File: src/pkg/irq_vec_regs.svh
`ifndef IRQ_VEC_REGS_SVH
`define IRQ_VEC_REGS_SVH

// ********************************************
// register offsets
// ********************************************
`define CTRL_OFS 8'h00
`define KEY_EN_OFS 8'h01
`define STATUS_OFS 8'h02
`define SP_OFS 8'h03
`define LINE_OFS 8'h04

// ********************************************
// control fields
// ********************************************
`define CTRL_GMASK_BIT 0
`define CTRL_EXT_MASK_BIT 1
`define CTRL_EOC_IE_BIT 2
`define CTRL_TOF_IE_BIT 3
`define CTRL_RT_IE_BIT 4

// ********************************************
// condition flags layout (H I N Z C)
// ********************************************
`define CCR_I_BIT 3

// ********************************************
// vector table and stack window
// ********************************************
`define VEC_RESET 14'h3ffe
`define VEC_TRAP 14'h3ffc
`define VEC_EXT 14'h3ffa
`define VEC_CMT 14'h3ff8
`define VEC_TMR 14'h3ff6
`define STACK_PAGE 8'h03
`define SP_RESET 6'h3f

// ********************************************
// sequence step counts
// ********************************************
`define PUSH_LAST 3'h4
`define VEC_LAST 3'h3
`define PULL_ISSUE_LAST 3'h4
`define PULL_CAP_FIRST 3'h2
`define PULL_LAST 3'h6
`define STACK_LATENCY 10

`endif

File: src/pkg/irq_vec_pkg.sv
package irq_vec_pkg;

  // ********************************************
  // carriers
  // ********************************************
  typedef struct packed {
    logic [12:0] pc;
    logic [7:0] acc;
    logic [7:0] idx;
    logic [4:0] condition_flags_reg;
  } cpu_ctx_t;

  typedef struct packed {
    logic [13:0] addr;
    logic [7:0] wdata;
    logic wr;
    logic rd;
  } mem_req_t;

  // ********************************************
  // sequencer state, gray along idle-push-vec
  // ********************************************
  typedef enum logic [1:0] {
    ST_IDLE = 2'b00,
    ST_PUSH = 2'b01,
    ST_VEC = 2'b11,
    ST_PULL = 2'b10
  } seq_state_t;

  typedef struct packed {
    seq_state_t st;
    logic [2:0] cnt;
    logic [5:0] sp;
    logic ibit;
    logic ext_mask;
    logic eoc_ie;
    logic tof_ie;
    logic rt_ie;
    logic [7:0] key_en;
    logic ext_pend;
    logic trap_pend;
    logic kind_trap;
    logic [13:0] vec;
    cpu_ctx_t ctx;
    logic irq_s1;
    logic irq_s2;
    logic irq_p;
    logic [7:0] key_s1;
    logic [7:0] key_s2;
    logic [7:0] key_p;
    mem_req_t mem;
    logic [7:0] rdata;
    logic pc_load;
    logic ctx_restore;
    logic busy;
    logic line_high;
  } core_t;

endpackage : irq_vec_pkg

File: src/cpu_interrupt_vectoring.sv
`timescale 1ns/100ps
`include "irq_vec_regs.svh"
module cpu_interrupt_vectoring #(
  parameter bit EDGE_AND_LEVEL = 1'b0
) (
  // clock and reset
  input wire logic sys_clk,
  input wire logic rst_n,
  // register port
  input wire logic [7:0] reg_addr,
  input wire logic [7:0] reg_wdata,
  input wire logic reg_wr,
  input wire logic reg_rd,
  output logic [7:0] reg_rdata,
  // cpu sequencer
  input wire logic instr_done,
  input wire logic software_trap,
  input wire logic return_from_handler,
  input wire irq_vec_pkg::cpu_ctx_t cpu_ctx,
  output logic seq_busy,
  output logic pc_load,
  output logic ctx_restore,
  output irq_vec_pkg::cpu_ctx_t ctx_out,
  output logic global_mask,
  output logic branch_if_line_high,
  // stack and vector memory
  output irq_vec_pkg::mem_req_t mem_req,
  input wire logic [7:0] mem_rdata,
  // pins and peripheral flags
  input wire logic irq_pin_n,
  input wire logic [7:0] keyport_pin,
  input wire logic end_of_cycle_flag,
  input wire logic timer_overflow_flag,
  input wire logic periodic_tick_flag
);

  // ********************************************
  // state
  // ********************************************
  localparam irq_vec_pkg::core_t RST_Q = '{
    st: irq_vec_pkg::ST_VEC,
    vec: `VEC_RESET,
    ibit: 1'b1,
    sp: `SP_RESET,
    busy: 1'b1,
    irq_s1: 1'b1,
    irq_s2: 1'b1,
    irq_p: 1'b1,
    key_s1: 8'hff,
    key_s2: 8'hff,
    key_p: 8'hff,
    default: '0
  };

  irq_vec_pkg::core_t q;
  irq_vec_pkg::core_t d;
  logic ext_req;
  logic cmt_req;
  logic tmr_req;
  logic hw_ok;
  logic trap_now;
  logic ext_set;
  logic ext_clr;
  logic trap_clr;
  logic [5:0] sp_up;

  // ********************************************
  // request gathering
  // ********************************************
  always_comb begin
    ext_req = q.ext_pend & ~q.ext_mask;
    cmt_req = end_of_cycle_flag & q.eoc_ie;
    tmr_req = (timer_overflow_flag & q.tof_ie) | (periodic_tick_flag & q.rt_ie);
    hw_ok = ~q.ibit & (ext_req | cmt_req | tmr_req);
    trap_now = q.trap_pend | software_trap;
    // falling edges from the second sync stage only
    ext_set = (q.irq_p & ~q.irq_s2) | (|(q.key_p & ~q.key_s2 & q.key_en));
    // level mode re-arms while a line stays low
    if (EDGE_AND_LEVEL) begin
      ext_set = ext_set | ~q.irq_s2 | (|(~q.key_s2 & q.key_en));
    end
    sp_up = q.sp + 6'h01;
  end

  // ********************************************
  // next state
  // ********************************************
  always_comb begin
    d = q;
    ext_clr = 1'b0;
    trap_clr = 1'b0;
    d.mem.wr = 1'b0;
    d.mem.rd = 1'b0;
    d.pc_load = 1'b0;
    d.ctx_restore = 1'b0;
    // first stage feeds only the second stage
    d.irq_s1 = irq_pin_n;
    d.irq_s2 = q.irq_s1;
    d.irq_p = q.irq_s2;
    d.key_s1 = keyport_pin;
    d.key_s2 = q.key_s1;
    d.key_p = q.key_s2;
    d.line_high = q.irq_s2 & ~(|(~q.key_s2 & q.key_en));

    // register port
    d.rdata = 8'h00;
    if (reg_rd) begin
      case (reg_addr)
        `CTRL_OFS: d.rdata = {3'h0, q.rt_ie, q.tof_ie, q.eoc_ie, q.ext_mask, q.ibit};
        `KEY_EN_OFS: d.rdata = q.key_en;
        `STATUS_OFS: d.rdata = {3'h0, q.busy, q.trap_pend, tmr_req, cmt_req, ext_req};
        `SP_OFS: d.rdata = {2'h0, q.sp};
        `LINE_OFS: d.rdata = {7'h00, q.line_high};
        default: d.rdata = 8'h00;
      endcase
    end
    if (reg_wr) begin
      if (reg_addr == `CTRL_OFS) begin
        d.ibit = reg_wdata[`CTRL_GMASK_BIT];
        d.ext_mask = reg_wdata[`CTRL_EXT_MASK_BIT];
        d.eoc_ie = reg_wdata[`CTRL_EOC_IE_BIT];
        d.tof_ie = reg_wdata[`CTRL_TOF_IE_BIT];
        d.rt_ie = reg_wdata[`CTRL_RT_IE_BIT];
      end
      if (reg_addr == `KEY_EN_OFS) begin
        d.key_en = reg_wdata;
      end
    end

    // sequencer; hardware mask updates override software writes
    unique case (q.st)
      irq_vec_pkg::ST_IDLE: begin
        if (return_from_handler) begin
          d.st = irq_vec_pkg::ST_PULL;
          d.cnt = 3'h0;
          d.busy = 1'b1;
        end else if ((instr_done | software_trap) & (hw_ok | trap_now)) begin
          d.st = irq_vec_pkg::ST_PUSH;
          d.cnt = 3'h0;
          d.busy = 1'b1;
          d.kind_trap = ~hw_ok;
          trap_clr = ~hw_ok;
          d.ctx = cpu_ctx;
          d.ctx.condition_flags_reg[`CCR_I_BIT] = q.ibit;
        end
      end
      irq_vec_pkg::ST_PUSH: begin
        d.mem.wr = 1'b1;
        d.mem.addr = {`STACK_PAGE, q.sp};
        d.sp = q.sp - 6'h01;
        unique case (q.cnt)
          3'h0: d.mem.wdata = q.ctx.pc[7:0];
          3'h1: d.mem.wdata = {3'h0, q.ctx.pc[12:8]};
          3'h2: d.mem.wdata = q.ctx.idx;
          3'h3: d.mem.wdata = q.ctx.acc;
          default: d.mem.wdata = {3'h0, q.ctx.condition_flags_reg};
        endcase
        d.cnt = q.cnt + 3'h1;
        if (q.cnt == `PUSH_LAST) begin
          d.ibit = 1'b1;
          d.st = irq_vec_pkg::ST_VEC;
          d.cnt = 3'h0;
          if (q.kind_trap) begin
            d.vec = `VEC_TRAP;
          end else if (ext_req) begin
            d.vec = `VEC_EXT;
            ext_clr = 1'b1;
          end else if (cmt_req) begin
            d.vec = `VEC_CMT;
          end else begin
            d.vec = `VEC_TMR;
          end
        end
      end
      irq_vec_pkg::ST_VEC: begin
        d.cnt = q.cnt + 3'h1;
        unique case (q.cnt)
          3'h0: begin
            d.mem.rd = 1'b1;
            d.mem.addr = q.vec;
          end
          3'h1: begin
            d.mem.rd = 1'b1;
            d.mem.addr = q.vec | 14'h0001;
          end
          3'h2: d.ctx.pc[12:8] = mem_rdata[4:0];
          default: begin
            d.ctx.pc[7:0] = mem_rdata;
            d.pc_load = 1'b1;
            d.busy = 1'b0;
            d.st = irq_vec_pkg::ST_IDLE;
            d.cnt = 3'h0;
          end
        endcase
      end
      irq_vec_pkg::ST_PULL: begin
        d.cnt = q.cnt + 3'h1;
        if (q.cnt <= `PULL_ISSUE_LAST) begin
          d.mem.rd = 1'b1;
          d.mem.addr = {`STACK_PAGE, sp_up};
          d.sp = sp_up;
        end
        if (q.cnt >= `PULL_CAP_FIRST) begin
          unique case (q.cnt)
            3'h2: d.ctx.condition_flags_reg = mem_rdata[4:0];
            3'h3: d.ctx.acc = mem_rdata;
            3'h4: d.ctx.idx = mem_rdata;
            3'h5: d.ctx.pc[12:8] = mem_rdata[4:0];
            default: d.ctx.pc[7:0] = mem_rdata;
          endcase
        end
        if (q.cnt == `PULL_LAST) begin
          d.ibit = q.ctx.condition_flags_reg[`CCR_I_BIT];
          d.ctx_restore = 1'b1;
          d.pc_load = 1'b1;
          d.busy = 1'b0;
          d.st = irq_vec_pkg::ST_IDLE;
          d.cnt = 3'h0;
        end
      end
    endcase

    // set beats clear; a consumed trap clears itself
    d.ext_pend = ext_set | (q.ext_pend & ~ext_clr);
    d.trap_pend = trap_now & ~trap_clr;
  end

  always_ff @(posedge sys_clk) begin
    if (!rst_n) begin
      q <= RST_Q;
    end else begin
      q <= d;
    end
  end

  // ********************************************
  // outputs
  // ********************************************
  assign reg_rdata = q.rdata;
  assign seq_busy = q.busy;
  assign pc_load = q.pc_load;
  assign ctx_restore = q.ctx_restore;
  assign ctx_out = q.ctx;
  assign global_mask = q.ibit;
  assign branch_if_line_high = q.line_high;
  assign mem_req = q.mem;

  // ********************************************
  // build-time checks
  // ********************************************
  if (`PUSH_LAST != 3'h4) begin
    $error("stacking must cover five bytes");
  end
  if (`PULL_ISSUE_LAST != `PUSH_LAST) begin
    $error("pull must read back every stacked byte");
  end
  if (`PULL_LAST != (`PUSH_LAST + 3'h2)) begin
    $error("pull end must follow the last read data");
  end
  if (`VEC_LAST != 3'h3) begin
    $error("vector fetch needs two reads and two captures");
  end
  if ((`VEC_RESET | 14'h0001) != 14'h3fff) begin
    $error("reset pair must be the top pair");
  end
  if (`VEC_TRAP != (`VEC_RESET - 14'h0002)) begin
    $error("trap pair must sit below the reset pair");
  end
  if ((`VEC_RESET - `VEC_TMR) != 14'h0008) begin
    $error("vector table must span ten bytes");
  end
  if (`SP_RESET != '1) begin
    $error("stack must start at the window top");
  end

  // ********************************************
  // checks
  // ********************************************
  logic take;
  assign take = (q.st == irq_vec_pkg::ST_IDLE) && (d.st == irq_vec_pkg::ST_PUSH);
endmodule : cpu_interrupt_vectoring

File: config.mk
export PLATFORM = sky130hd
export DESIGN_NAME = cpu_interrupt_vectoring
export DESIGN_NICKNAME = d
export VERILOG_FILES = /design/src/pkg/irq_vec_pkg.sv /design/src/cpu_interrupt_vectoring.sv
export VERILOG_INCLUDE_DIRS = /design/src /design/src/pkg
export SDC_FILE = /design/constraint.sdc
export NUM_CORES = 1
export LEC_CHECK = 0
export BUFFER_PORTS_ARGS = -buffer_cell sky130_fd_sc_hd__buf_4
export CORE_MARGIN = 10
export CORE_UTILIZATION = 50
export CTS_CLUSTER_SIZE = 25
export DETAILED_ROUTE_END_ITERATION = 16
export GPL_TIMING_DRIVEN = 1
export PLACE_DENSITY = 0.75
export SLEW_MARGIN = 0
export SYNTH_ARGS = -nofsm -noshare
export SYNTH_HDL_FRONTEND = slang
export SYNTH_SLANG_ARGS = --single-unit
File: constraint.sdc
create_clock -name sys_clk -period 2.75 [get_ports sys_clk]
set_clock_uncertainty 0.1 [all_clocks]
set_input_delay 0.1375 -clock sys_clk [delete_from_list [all_inputs] [get_ports sys_clk]]
set_output_delay 0.1375 -clock sys_clk [all_outputs]
set_load 0.02 [all_outputs]
==> results.md <==
- Register bit total from synthesis: 121
- Met3 global-route usage: 6.02%
- Clock-pin slew of the registers on the worst-case setup and hold paths: 0.06 ns
- Endpoints failing hold: 0
- Busiest grt layer: met2
- Nature of the critical path endpoint: register
- Crit-path max cell delay: 0.59 ns
- Met2 Resource Use GR: 34.7%
- Cells taking the most area after synthesis: dfxtp_1, buf_4, nor2_1
- Root Driver: clkbuf_16
- CTS Buf Count: 17
- Congestion Overflow GR: 0
- Register-to-Register Path Depth: 8
- CP Max Fanout: 9
- Die Wd: 131 um
- Vias per cell: 5.64
- Deepest clock path buffer count: 2
- Syn Area/Cell: 8.71 um^2
- Worst path cell trace: inv_1, ha_2, nor2_1, buf_4, buf_4, mux2i_1, dlygate4sd3_1, a211oi_2
- Met1 usage: 24.8%
- Site Rows: 40
- Final Cell Area: 7820 um^2
- Initial antenna violation count: 0
- Synth-to-layout area growth: 25.9%
- WP data required: 2.96 ns
- GRT Resource Usage Total: 21.1%
- CP bufs+invs: 4
- Worst Hold Class: primary input to register
- Setup_tns: 0 ns
- Post-Syn Area: 6210 um^2
- DP Area: 6910 um^2
- RSZ-0062 raised after global routing: false
- Final setup violation count: 0
- FILL cells: 997
- Maximum vdd drop: 0.673 mV
- WHS Path Cells: 4
- Prevailing post-synth register cell: dfxtp_1
- Leak: 3.36 nW
- Share of layout cells above drive strength 1: 28.8%
- Wire per inst: 18.9 um
- Crit Path Class: register to register
- FFs w/ async S/R, synth: 0%
- Reg-to-reg startpoint: q[136]
- Max_cap viols: 0
- Max Fclk: 0.397 GHz
- Power Dens Cells: 1070 nW/um^2
- Final HPWL DP: 13500 um
- Crit path depth: 8
- Count of pins over their slew limit: 0
- Antenna Diode Count: 0
- I/O pins: 148
- CTS tree: yes
- Yosys cell types: 64
- Number of remaining DRC errors: 0
- H-tree depth: 4
- Vias in the first global route: 5736
- CP Data Arrival Time: 2.73 ns
- Min Tclk post-route: 2.52 ns
- Register-to-register setup slack: 0.23 ns
- Critical Path Start: q[136]
- Cell at the slowest stage of the critical path: dlygate4sd3_1
- Synth Instances: 713
- Chip Height: 131 um
- Leading area contributor after synthesis: dfxtp_1
- Setup bufs post-CTS: 0
- Core Footprint: 12100 um^2
- Max-Slew Margin vs Limit: 48.9%
- Post-DRT Antenna Nets: 0
- EDFF count, synth: 0
- Clk sink count: 121
- Worst-Skew Late Latency: 0.43 ns
- Routability congestion estimate from global placement: 0.909
- TritonRoute pass-1 iters: 7
- Cell family contributing the most delay on the critical path: buffers and inverters
- Status: finished clean
- Largest net degree at the start of global routing: 38
- Net Count, Synth: 802
- CP most frequent cell: buf_4
- Setup crit start kind: register
- Worst Tran Pin Value: 0.758 ns
- First-pass GRT wire length: 29800 um
- Initial Utilization: 51.5%
- Register area share after synthesis: 39.0%
- Port bufs: 146
- Final nets: 904
- Routed via count: 5612
- Crit Reg-Reg Endpoint: ctx_out[27]
- End of the critical path: ctx_out[27]
- Drt first-iter violations: 505
- Routed WL: 18800 um
- Hold Startpoint: cpu_ctx[30]
- Final Cycle Share: 91.6%
- Yosys warns: 0
- Post-synth top area share: 39.0%
- Die area: 17300 um^2
-- layer usage --
metal / part of all wire, % / wire [um]
met1: 41 / 7790
met2: 49 / 9180
met3: 7.0 / 1320
met4: 2.8 / 523
met5: 0 / 0
-- sequential cells by signal, indices dropped and copies added (netlist names) --
signal	cells
q	38
pc_load	1
reg_rdata	8
branch_if_line_high	1
seq_busy	1
mem_req	18
global_mask	1
ctx_out	34
d	18
ctx_restore	1
-- report_power, final --
group | internal, W | switching (W)
sequential | 0.00216 | 0.000468
combinational | 0.00157 | 0.00214
clock | 0.00117 | 0.000835
total | 0.00491 | 0.00345
-- synth_stat cells (14+ instances only) --
cell      number
nand2b_1      28
clkbuf_1      35
nor3_1        14
a21oi_1       49
inv_1         23
o221a_2       21
nor2_1        67
nor2b_1       18
buf_4         67
dfxtp_1      121
o21ai_0       31
nand2_1       57
mux2i_1       23
-- kinds of logic after synthesis --
group | after synthesis | share of synthesized area [%]
buffers and inverters | 138 | 13.0
adders and majority gates | 12 | 2.42
and+or+nand+nor | 229 | 18.0
xor gates and xnor gates | 4 | 0.565
AOI/OAI and AO/OA | 177 | 21.1
muxes | 32 | 5.89
DFF | 121 | 39.0
-- cell usage in the layout (no fill, tap or decap), drive strengths merged, types with 3 or more instances in the layout --
cell type	count
o31ai	3
o21ai	31
nand2b	28
nor3b	4
nor4	3
mux2i	23
a31oi	8
a222oi	6
o221a	21
o211ai	3
inv	27
and2	3
ha	12
dlygate4sd3	37
a21oi	51
nor2b	18
or4	3
nor3	14
dfxtp	121
nand4	3
a21o	3
a311oi	8
a221oi	7
xnor2	3
a22oi	8
a211oi	10
nand3b	3
clkbuf	18
mux4	3
nor2	67
mux2	6
nand3	13
clkinv	7
buf	161
nand2	57
and3	7
-- area by class of cell --
class,instances,area (um^2),share of cell area [%]
timing repair buffer,198,1580,20.2
multi-input combinational,454,2980,38.2
sequential,121,2420,31.0
clock inverter,13,96.3,1.23
tap,168,210,2.69
inverter,23,86.3,1.10
clock buffer,18,439,5.62
-- how the worst min path moves through the flow --
stage,endpoint
floorplan,d[44]
global placement,d[48]
detailed placement,d[47]
CTS,ctx_out[28]
global route,ctx_out[28]
finish,ctx_out[30]
-- metrics by stage --
| step | cells | power (W) | hold WS, ns | utilization, % | setup slack [ns] |
|---|---|---|---|---|---|
| floorplan | 713 | 0.00544 | 0.139 | - | 0.636 |
| global placement | 927 | 0.00619 | 0.221 | 57.3 | 0.426 |
| detailed placement | 927 | 0.00628 | 0.232 | 57.3 | 0.371 |
| CTS | 995 | 0.00836 | 0.00417 | 64.8 | 0.305 |
| global route | 995 | 0.00880 | 0.0248 | 64.8 | 0.140 |
| finish | 995 | 0.00836 | 0.0193 | 64.8 | 0.231 |
-- worst min-delay path, stage by stage --
cell	delay, ns
buf_4	0.08
mux2_2	0.13
nand2_1	0.05
mux2i_1	0.12
-- repair_timing --
action | in CTS | in global routing
gates resized for setup | 0 | 0
hold buffers | 37 | 0
endpoints found under the hold margin | 49 | 0
No activity file was read; power rests on OpenSTA's default activity.
